`src/dbio_cfg.svh`:
```
// Offsets, field positions, reset values and timing counts for the baseband I/O and status registers.
// Assumes a 32-bit APB slave with byte addresses and a 125 MHz pclk.
`ifndef DBIO_CFG_SVH
`define DBIO_CFG_SVH

`define DBIO_ADDR_W 8
`define DBIO_ADDR_RX_STATUS 8'h20
`define DBIO_ADDR_POLARITY 8'h24
`define DBIO_ADDR_RSSI 8'h28
`define DBIO_ADDR_CAL_POS 8'h2C
`define DBIO_ADDR_CAL_NEG 8'h30
`define DBIO_ADDR_SPREAD_HI 8'h34
`define DBIO_ADDR_SPREAD_LO 8'h38
`define DBIO_ADDR_CODE_LEN 8'h50
`define DBIO_ADDR_SF_CMP_A 8'hA8
`define DBIO_ADDR_SF_CMP_B 8'hAC

`define DBIO_POL_RXCLK 7
`define DBIO_POL_MDRDY 6
`define DBIO_POL_CCA 5
`define DBIO_POL_ENERGY 4
`define DBIO_POL_CARRIER 3
`define DBIO_POL_TXRDY 2
`define DBIO_POL_TXEN 1
`define DBIO_POL_TX_CLOCK 0

`define DBIO_STAT_SF_MISMATCH 7
`define DBIO_STAT_SFD_TIMEOUT 6
`define DBIO_STAT_MOD_QPSK 5

`define DBIO_RST_POLARITY 8'h00
`define DBIO_RST_CAL_POS 8'h01
`define DBIO_RST_CAL_NEG 8'hFF
`define DBIO_RST_CAL_LEVEL 8'h80
`define DBIO_RST_SPREAD_HI 8'h05
`define DBIO_RST_SPREAD_LO 8'hB8
`define DBIO_RST_SF_CMP 8'h0A

`define DBIO_CLK_PS 8000
`define DBIO_LINK_HALF_PS 62500
`define DBIO_LINK_HALF_CYCLES (`DBIO_LINK_HALF_PS / `DBIO_CLK_PS)
`define DBIO_SFD_TIMEOUT_CYCLES 4096

`endif

```
`src/dbio_pkg.sv`:
```
// Types for the baseband I/O and status register block.
// Assumes dbio_cfg.svh is compiled alongside.
package dbio_pkg;

  typedef enum logic [1:0] {
    DBIO_LEN_11 = 2'b00,
    DBIO_LEN_13 = 2'b01,
    DBIO_LEN_15 = 2'b10,
    DBIO_LEN_16 = 2'b11
  } dbio_code_len_t;

  typedef struct packed {
    logic [7:0] polarity;
    logic [7:0] cal_pos;
    logic [7:0] cal_neg;
    logic [7:0] cal_level;
    logic [7:0] spread_hi;
    logic [7:0] spread_lo;
    dbio_code_len_t code_len;
    logic [7:0] sf_cmp_a;
    logic [7:0] sf_cmp_b;
    logic [5:0] rssi;
    logic sf_mismatch;
    logic sfd_timeout;
    logic mod_qpsk;
    logic [15:0] sfd_timer;
    logic sfd_searching;
    logic acq_restart;
    logic [7:0] link_div;
    logic link_clk;
    logic [3:0] chip_idx;
    logic chip;
    logic txen_sync1;
    logic txen_sync2;
    logic tx_enable;
    logic rx_clk_out;
    logic tx_clk_out;
    logic modem_ready_out;
    logic clear_channel_out;
    logic energy_detect_out;
    logic carrier_sense_out;
    logic tx_ready_out;
    logic [31:0] prdata;
    logic pslverr;
  } dbio_state_t;

endpackage : dbio_pkg

```
`src/dbio_regs.sv`:
```
// APB register bank for receive status, pin polarity, signal strength, converter steps and spreading code.
// Assumes baseband core signals share pclk; transmit_enable_in arrives asynchronously from the MAC.
//
// Local design decision: register access over APB.
`timescale 1ns/1ps
`include "dbio_cfg.svh"

module dbio_regs #(
  parameter int SFD_TIMEOUT_CYCLES = `DBIO_SFD_TIMEOUT_CYCLES
) (
  input wire logic pclk,
  input wire logic presetn,
  input wire logic psel,
  input wire logic penable,
  input wire logic pwrite,
  input wire logic [31:0] paddr,
  input wire logic [31:0] pwdata,
  output logic [31:0] prdata,
  output logic pready,
  output logic pslverr,
  input wire logic [7:0] rx_signal_field,
  input wire logic rx_header_valid,
  input wire logic rx_mod_qpsk,
  input wire logic rx_sfd_search_start,
  input wire logic rx_sfd_found,
  output logic rx_acq_restart,
  input wire logic rx_packet_active,
  input wire logic tx_header_sent,
  input wire logic cca_raw,
  input wire logic energy_detect_raw,
  input wire logic carrier_sense_raw,
  input wire logic [5:0] rssi_sample,
  input wire logic rssi_sample_valid,
  input wire logic cal_up,
  input wire logic cal_down,
  output logic [7:0] converter_cal_level,
  input wire logic transmit_enable_in,
  output logic tx_enable,
  output logic spread_chip,
  output logic [15:0] spread_code,
  output logic rx_clk_out,
  output logic transmit_clock_out,
  output logic modem_ready_out,
  output logic clear_channel_out,
  output logic energy_detect_out,
  output logic carrier_sense_out,
  output logic tx_ready_out
);

  localparam logic [7:0] LINK_HALF = 8'(`DBIO_LINK_HALF_CYCLES);
  localparam logic [15:0] SFD_LIMIT = 16'(SFD_TIMEOUT_CYCLES - 1);

  dbio_pkg::dbio_state_t cur;
  dbio_pkg::dbio_state_t next_cur;

  logic [`DBIO_ADDR_W-1:0] addr;
  logic setup_phase;
  logic wr_access;
  logic [15:0] code_word;
  logic [3:0] last_chip;
  logic link_tick;
  logic [8:0] cal_sum;
  logic [7:0] rd_value;
  logic rd_hit;

  assign addr = paddr[`DBIO_ADDR_W-1:0];
  assign setup_phase = psel && !penable;
  assign wr_access = psel && penable && pwrite;
  assign code_word = {cur.spread_hi, cur.spread_lo};
  assign link_tick = (cur.link_div == LINK_HALF - 8'h01);

  // Index of the first chip sent; code sits right justified
  always_comb begin
    case (cur.code_len)
      dbio_pkg::DBIO_LEN_11: last_chip = 4'hA;
      dbio_pkg::DBIO_LEN_13: last_chip = 4'hC;
      dbio_pkg::DBIO_LEN_15: last_chip = 4'hE;
      dbio_pkg::DBIO_LEN_16: last_chip = 4'hF;
      default: last_chip = 4'hA;
    endcase
  end

  // Read mux; unmapped offsets answer zero with an error
  always_comb begin
    rd_value = 8'h00;
    rd_hit = 1'b1;
    case (addr)
      `DBIO_ADDR_RX_STATUS: rd_value = {cur.sf_mismatch, cur.sfd_timeout, cur.mod_qpsk, cur.cal_level[7:3]};
      `DBIO_ADDR_POLARITY: rd_value = cur.polarity;
      `DBIO_ADDR_RSSI: rd_value = {2'b00, cur.rssi};
      `DBIO_ADDR_CAL_POS: rd_value = cur.cal_pos;
      `DBIO_ADDR_CAL_NEG: rd_value = cur.cal_neg;
      `DBIO_ADDR_SPREAD_HI: rd_value = cur.spread_hi;
      `DBIO_ADDR_SPREAD_LO: rd_value = cur.spread_lo;
      `DBIO_ADDR_CODE_LEN: rd_value = {6'h00, cur.code_len};
      `DBIO_ADDR_SF_CMP_A: rd_value = cur.sf_cmp_a;
      `DBIO_ADDR_SF_CMP_B: rd_value = cur.sf_cmp_b;
      default: rd_hit = 1'b0;
    endcase
  end

  always_comb begin
    next_cur = cur;
    cal_sum = 9'h000;

    // Data registered in setup so the access phase needs no wait state
    if (setup_phase) begin
      next_cur.prdata = {24'h000000, rd_value};
      next_cur.pslverr = !rd_hit;
    end

    // Register writes; status and strength offsets have no write path
    if (wr_access) begin
      case (addr)
        `DBIO_ADDR_POLARITY: next_cur.polarity = pwdata[7:0];
        `DBIO_ADDR_CAL_POS: next_cur.cal_pos = pwdata[7:0];
        `DBIO_ADDR_CAL_NEG: next_cur.cal_neg = pwdata[7:0];
        `DBIO_ADDR_SPREAD_HI: next_cur.spread_hi = pwdata[7:0];
        `DBIO_ADDR_SPREAD_LO: next_cur.spread_lo = pwdata[7:0];
        `DBIO_ADDR_CODE_LEN: next_cur.code_len = dbio_pkg::dbio_code_len_t'(pwdata[1:0]);
        `DBIO_ADDR_SF_CMP_A: next_cur.sf_cmp_a = pwdata[7:0];
        `DBIO_ADDR_SF_CMP_B: next_cur.sf_cmp_b = pwdata[7:0];
        default: next_cur.pslverr = cur.pslverr;
      endcase
    end

    // Header outcome latched per packet
    if (rx_header_valid) begin
      next_cur.sf_mismatch = (rx_signal_field != cur.sf_cmp_a) && (rx_signal_field != cur.sf_cmp_b);
      next_cur.mod_qpsk = rx_mod_qpsk;
    end

    // SFD search timer; a timeout sends the receiver back to acquisition
    next_cur.acq_restart = 1'b0;
    if (rx_sfd_search_start) begin
      next_cur.sfd_searching = 1'b1;
      next_cur.sfd_timer = 16'h0000;
      next_cur.sfd_timeout = 1'b0;
    end else if (cur.sfd_searching) begin
      if (rx_sfd_found) begin
        next_cur.sfd_searching = 1'b0;
      end else if (cur.sfd_timer == SFD_LIMIT) begin
        next_cur.sfd_searching = 1'b0;
        next_cur.sfd_timeout = 1'b1;
        next_cur.acq_restart = 1'b1;
      end else begin
        next_cur.sfd_timer = cur.sfd_timer + 16'h0001;
      end
    end

    if (rssi_sample_valid) begin
      next_cur.rssi = rssi_sample;
    end

    // Reference loop saturates at both ends rather than wrapping
    if (cal_up) begin
      cal_sum = {1'b0, cur.cal_level} + {1'b0, cur.cal_pos};
      next_cur.cal_level = cal_sum[8] ? 8'hFF : cal_sum[7:0];
    end else if (cal_down) begin
      cal_sum = {1'b0, cur.cal_level} + {1'b0, cur.cal_neg};
      next_cur.cal_level = cal_sum[8] ? cal_sum[7:0] : 8'h00;
    end

    // Transmit-enable pin: two flops, then the programmed sense
    next_cur.txen_sync1 = transmit_enable_in;
    next_cur.txen_sync2 = cur.txen_sync1;
    next_cur.tx_enable = cur.txen_sync2 ^ cur.polarity[`DBIO_POL_TXEN];

    // Bit clock divided down from pclk
    if (link_tick) begin
      next_cur.link_div = 8'h00;
      next_cur.link_clk = !cur.link_clk;
    end else begin
      next_cur.link_div = cur.link_div + 8'h01;
    end

    // Chips leave MSB first on the falling bit-clock edge while enabled
    if (!cur.tx_enable) begin
      next_cur.chip_idx = last_chip;
      next_cur.chip = 1'b0;
    end else if (link_tick && cur.link_clk) begin
      next_cur.chip = code_word[cur.chip_idx];
      next_cur.chip_idx = (cur.chip_idx == 4'h0) ? last_chip : cur.chip_idx - 4'h1;
    end

    // Pin drivers with programmed phase and active level
    next_cur.rx_clk_out = cur.link_clk ^ cur.polarity[`DBIO_POL_RXCLK];
    next_cur.tx_clk_out = cur.link_clk ^ cur.polarity[`DBIO_POL_TX_CLOCK];
    next_cur.modem_ready_out = rx_packet_active ^ cur.polarity[`DBIO_POL_MDRDY];
    next_cur.clear_channel_out = cca_raw ^ !cur.polarity[`DBIO_POL_CCA];
    next_cur.energy_detect_out = energy_detect_raw ^ cur.polarity[`DBIO_POL_ENERGY];
    next_cur.carrier_sense_out = carrier_sense_raw ^ cur.polarity[`DBIO_POL_CARRIER];
    next_cur.tx_ready_out = tx_header_sent ^ cur.polarity[`DBIO_POL_TXRDY];
  end

  always_ff @(posedge pclk or negedge presetn) begin
    if (!presetn) begin
      cur.polarity <= `DBIO_RST_POLARITY;
      cur.cal_pos <= `DBIO_RST_CAL_POS;
      cur.cal_neg <= `DBIO_RST_CAL_NEG;
      cur.cal_level <= `DBIO_RST_CAL_LEVEL;
      cur.spread_hi <= `DBIO_RST_SPREAD_HI;
      cur.spread_lo <= `DBIO_RST_SPREAD_LO;
      cur.code_len <= dbio_pkg::DBIO_LEN_11;
      cur.sf_cmp_a <= `DBIO_RST_SF_CMP;
      cur.sf_cmp_b <= `DBIO_RST_SF_CMP;
      cur.rssi <= 6'h00;
      cur.sf_mismatch <= 1'b0;
      cur.sfd_timeout <= 1'b0;
      cur.mod_qpsk <= 1'b0;
      cur.sfd_timer <= 16'h0000;
      cur.sfd_searching <= 1'b0;
      cur.acq_restart <= 1'b0;
      cur.link_div <= 8'h00;
      cur.link_clk <= 1'b0;
      cur.chip_idx <= 4'hA;
      cur.chip <= 1'b0;
      cur.txen_sync1 <= 1'b0;
      cur.txen_sync2 <= 1'b0;
      cur.tx_enable <= 1'b0;
      cur.rx_clk_out <= 1'b0;
      cur.tx_clk_out <= 1'b0;
      // Inactive levels for the reset polarity setting
      cur.modem_ready_out <= 1'b0;
      cur.clear_channel_out <= 1'b1;
      cur.energy_detect_out <= 1'b0;
      cur.carrier_sense_out <= 1'b0;
      cur.tx_ready_out <= 1'b0;
      cur.prdata <= 32'h00000000;
      cur.pslverr <= 1'b0;
    end else begin
      cur <= next_cur;
    end
  end

  assign pready = 1'b1;
  assign prdata = cur.prdata;
  assign pslverr = cur.pslverr && psel && penable;
  assign rx_acq_restart = cur.acq_restart;
  assign converter_cal_level = cur.cal_level;
  assign tx_enable = cur.tx_enable;
  assign spread_chip = cur.chip;
  assign spread_code = code_word;
  assign rx_clk_out = cur.rx_clk_out;
  assign transmit_clock_out = cur.tx_clk_out;
  assign modem_ready_out = cur.modem_ready_out;
  assign clear_channel_out = cur.clear_channel_out;
  assign energy_detect_out = cur.energy_detect_out;
  assign carrier_sense_out = cur.carrier_sense_out;
  assign tx_ready_out = cur.tx_ready_out;

endmodule : dbio_regs

```
`config.mk`:
```
export PLATFORM = sky130hd
export DESIGN_NAME = dbio_regs
export DESIGN_NICKNAME = d
export VERILOG_FILES = /design/src/dbio_pkg.sv /design/src/dbio_regs.sv
export VERILOG_INCLUDE_DIRS = /design/src
export SDC_FILE = /design/constraint.sdc
export NUM_CORES = 1
export LEC_CHECK = 0
export ABC_AREA = 0
export ABC_CLOCK_PERIOD_IN_PS = 2760
export BUFFER_PORTS_ARGS = -buffer_cell sky130_fd_sc_hd__clkbuf_2
export CORE_ASPECT_RATIO = 0.75
export CORE_MARGIN = 2
export CORE_UTILIZATION = 39
export DETAILED_ROUTE_END_ITERATION = 8
export GPL_ROUTABILITY_DRIVEN = 1
export HOLD_SLACK_MARGIN = 0.12
export SLEW_MARGIN = 20
export SYNTH_ARGS = -nofsm -noshare
export SYNTH_HDL_FRONTEND = slang
export SYNTH_SLANG_ARGS = --single-unit
```
`constraint.sdc`:
```
create_clock -name pclk -period 2.76 [get_ports pclk]
set_input_delay 0.138 -clock pclk [delete_from_list [all_inputs] [get_ports pclk]]
set_output_delay 0.138 -clock pclk [all_outputs]
set_load 0.02 [all_outputs]
```
-- Word-level counts from Yosys, hierarchy flattened
Cells that the tools add are included.
- register bits: 126
- input bits: 96
- output and inout bits: 68
- logic and storage cells: 123
- add/sub/neg operators: 5
- order comparisons: 1
- eq/ne operators: 21
- mux-type cells: 28
- bitwise operators: 8
- reductions and logical operators: 28
- operators by type and width (cell ; number):
    $pmux 8 s10 ; 1
    $eq 8x6->1 const B ; 7
    $mux 8 ; 5
    $mux 16 ; 2
    $add 8x8->9 ; 2
    $mux 18 ; 1
    $mux 17 ; 1
    $add 16x1->16 const B ; 1
    $eq 16x12->1 const B ; 1
    $eq 8x8->1 const B ; 2
    $ne 8x8->1 ; 2
    $pmux 4 s4 ; 1
    $reduce_and 2->1 ; 8
    $mux 1 ; 12
    $mux 5 ; 2
    $reduce_or 10->1 ; 1
    $add 8x1->8 const B ; 1
    $eq 8x3->1 const B ; 1
    $eq 8x7->1 const B ; 1
    $reduce_or 8->1 ; 1
    $xor 1x1->1 ; 8
    $logic_and 1x1->1 ; 7
    $ne 2x2->1 const B ; 3
    $reduce_and 3->1 ; 2
    12 further kinds ; 18

-- Longest topological paths before layout
- word-level depth: 7
- mapped depth: 8
- mapped depth without buffers: 7

-- Least setup slack after synthesis
No wires, ideal clock.
- path kind: flip-flop to flip-flop
- from: register cur (netlist bit converter_cal_level[0])
- to: register cur (netlist bit converter_cal_level[0])
- setup time: 130 ps
- data arrival time: 2044 ps
- data required time: 2630 ps
- setup slack: 586 ps
- cell stages (with the launch flop): 8
- path buffers: 0
- period minus slack after synthesis: 2174 ps
- cells stage by stage: dfrtp_1 ha_1 fa_1 a211oi_1 o21bai_1 a32o_1 a221oi_1 a21oi_1
- word-level cells in the longest chain between the ends: 4
- elaborated cells between the ends (all ways): 6
- those cells by class: add/sub: 2; mux: 4
- RTL lines (what ; line ; text):
    start, declared ; dbio_regs.sv:53 ; dbio_pkg::dbio_state_t cur;
    $add 8x8->9 ; dbio_regs.sv:160 ; cal_sum = {1'b0, cur.cal_level} + {1'b0, cur.cal_neg};
    $mux 8 ; dbio_regs.sv:161 ; next_cur.cal_level = cal_sum[8] ? cal_sum[7:0] : 8'h00;
    $mux 8 ; dbio_regs.sv:159 ; end else if (cal_down) begin
    $mux 8 * ; dbio_regs.sv:156 ; if (cal_up) begin
Every way passes the cells marked *; elsewhere a longest branch is shown, timed or not. The select of a mux whose other input is x is not followed.
A chain may end at the register's enable or synchronous reset.

-- Worst setup path in the final report
- from: register cur (netlist bit converter_cal_level[0])
- to: register cur (netlist bit converter_cal_level[4])
Same word-level chain as after synthesis.

==> impl_metrics.yaml <==
yosys:
  synthAdderAreaFrac_pct: 3.897
  synth_top_family_by_area: "simple AND/OR/NAND/NOR gates"
  synth_top_area_share_pct: 34.60
  syn_avg_cell_area_um2: 10.78
  synth_area_um2: 7448
  muxShareOfSynthArea_pct: 13.76
  yosysSeqAreaShare_pct: 42.72
  synthTopCellsByArea: "dfrtp_1 (35%), mux2_2 (10%), dfstp_2 (8.1%), buf_4 (5.8%), xnor2_1 (3.8%)"
  synth-compound-area-share_pct: 11.34
  synth_simple_gate_area_share_pct: 14.24
  synthArstFlopShare_pct: 100.0
  synth_xor_area_share_pct: 5.879
  yosysMostFrequentCell: "dfrtp_1"
  yosys_warnings: 0
  ys_ff_latch: 126
  syn_inst: 691
  synth_flop_cell: "dfrtp_1"
  synthTopCellsByCount: "dfrtp_1 (103), mux2_2 (69), buf_4 (58), nand2_1 (36), nor2_1 (34)"
  ys_types: 77
  synth-edff-count: 0
  yosysTopAreaCell: "dfrtp_1"
die:
  fp.dieArea_um2: 20230
  start_util_pct: 40.01
  core_area_um2: 18620
  io_pins: 164
  die_h_um: 123.7
  rows: 43
  die_x_um: 163.6
final_layout:
  multi_input_area_um2: 3752
  final_nets: 890
  ff_latch_area_um2: 3182
  diodes: 0
  area_growth_pct: 16.66
  drive_gt1_share_pct: 30.45
  fillers: 1780
routing:
  wl_um: 20000
  drtIter0Drc: 512
  via_per_inst: 5.406
  dr.pass1.iters: 5
  ant_nets: 0
  wl_per_cell_um: 19.38
  route.detailed.drc: 0
  vias: 5579
placement:
  port_buffers: 90
  dpl.hpwl_um: 14860
  place.gp.congestion: 0.9611
  place_ws_ns: 0.3059
sta:
  fin_crit_ns: 2.497
  finalSetupViolCount: 0
  clock_skew_ns: 0.01060
  tightestPinTransition_ns: 0.6727
  rsz0062_at_grt: "no"
  finalHoldViolations: 0
  setup_ws_ns: 0.2625
  fmax_ghz: 0.4004
  period_share_pct: 90.49
  slew_headroom_pct: 55.15
  drv_slew: 0
  fin_tns_setup_ns: 0
global_routing:
  grt_antenna_before_repair: 0
  grt_pass1_wl_um: 30880
  track_usage_pct: 20.55
  grt-ovfl-total: 0
  grt_pass1_vias: 5380
  grt_max_degree: 53
clock_tree:
  clk_latency_ns: 0.42
  cts_buffers: 17
  cts_tree: "done"
  cts_root_buf: "clkbuf_16"
  cts_resized: 0
  htreeDepth: 4
  cts.clk_slew.worst_paths_ns: 0.06
  clock_path_buffers: 2
  cts_sinks: 126
power_and_ir_drop:
  p_leak_uw: 0.003983
  p_total_uw: 4962
  peakVddDrop_mv: 0.3441
  power.density_nw_per_um2: 571.1
setup_path:
  crit_path_start: "converter_cal_level[0]"
  crit_fanout: 8
  r2r_start: "converter_cal_level[0]"
  crit_required_ns: 3.06
  critPathKind: "register to register"
  worstPathArrival_ns: 2.79
  end_kind: "register"
  critPathLaunchType: "register"
min_path:
  hold_class: "primary input to register"
  worstHoldStart: "pwdata[1]"
job:
  drv_cap: 0
outcome:
  outcome: "complete, no violations"
-- power breakdown --
part / internal (µW) / switching, µW / total (µW)
Clock: 1590 / 836 / 2420
Combinational: 223 / 321 / 544
Sequential: 1910 / 81.9 / 2000
-- worst paths after layout --
path / end / slack (ns) / depth (start not counted)
max: converter_cal_level[4] / 0.26 / 7
min: cur[135] / 0.14 / 2
max reg2reg: converter_cal_level[4] / 0.26 / 7
min reg2reg: cur[41] / 0.35 / 0
max in group asynchronous: cur[45] / 1.61 / 3
min in group asynchronous: modem_ready_out / 0.30 / 2
-- worst max-delay path, stage by stage (launching register included) --
cell and delay, ns:
dfrtp_1 0.41, ha_1 0.25, fa_1 0.44, a211oi_1 0.39, o21bai_1 0.17, a32o_1 0.35, a221oi_1 0.29, a21oi_1 0.06
-- through the flow --
stage          cells  cell area, µm²  util (%)  hold slack (ns)
2_1_floorplan    714            7535         -          -0.1576
3_3_place_gp     976            7814     41.97           0.2149
3_5_place_dp     976            7814     41.97           0.2154
4_1_cts         1032            8690     46.68           0.1216
5_1_grt         1032            8690     46.68           0.1414
6_report        1032            8690     46.68           0.1403
-- kinds of logic (layout without fill, tap and decap cells) --
logic type                 after synthesis  count (layout)
AOI/OAI and AO/OA                      122             122
adders and majority gates               22              22
buffers and inverters                   97             168
and+or+nand+nor                        182             182
xor gates and xnor gates                50              50
DFF                                    126             126
other                                    2              25
muxes                                   90              90
-- registers in the layout, summed over array words and instances, names as in the netlist, 8 cells and up --
signal and count:
converter_cal_level 8, prdata 8, cur 84, spread_code 16
-- final cells by class --
type | instances | area share (%)
multi-input combinational | 491 | 43.18
sequential | 126 | 36.62
timing repair buffer | 120 | 8.639
inverter | 16 | 0.6911
tap | 247 | 3.557
clock buffer | 23 | 5.500
clock inverter | 9 | 1.814
-- timing repair --
action | in CTS | in global routing
setup buffers | 0 | 0
endpoints found under the hold margin | 49 | 0
hold buffers | 24 | 0
-- per-layer routing --
metal	up-vias	routed length, µm	share of wire, %	GRT usage, %
met1	2740	10020	50	31.04
met5	-	0	0	0
met2	213	8282	41	29.01
met3	21	1448	7.2	5.095
li1	2605	-	-	-
met4	0	244	1.2	5.811
-- cells in the final DEF (no fill, tap or decap), drive strengths merged, types with 13 or more instances in the layout --
master	netlist	layout
clkbuf	12	112
dfrtp	103	103
mux2	69	69
nand2	39	39
nor2	36	36
xnor2	32	32
nand3	28	28
o21ai	26	26
conb	2	25
a21oi	24	24
dlygate4sd3	0	24
dfstp	23	23
ha	20	20
xor2	18	18
mux2i	18	18
inv	16	17
nand4	13	13
No activity file was read; power rests on OpenSTA's default activity.
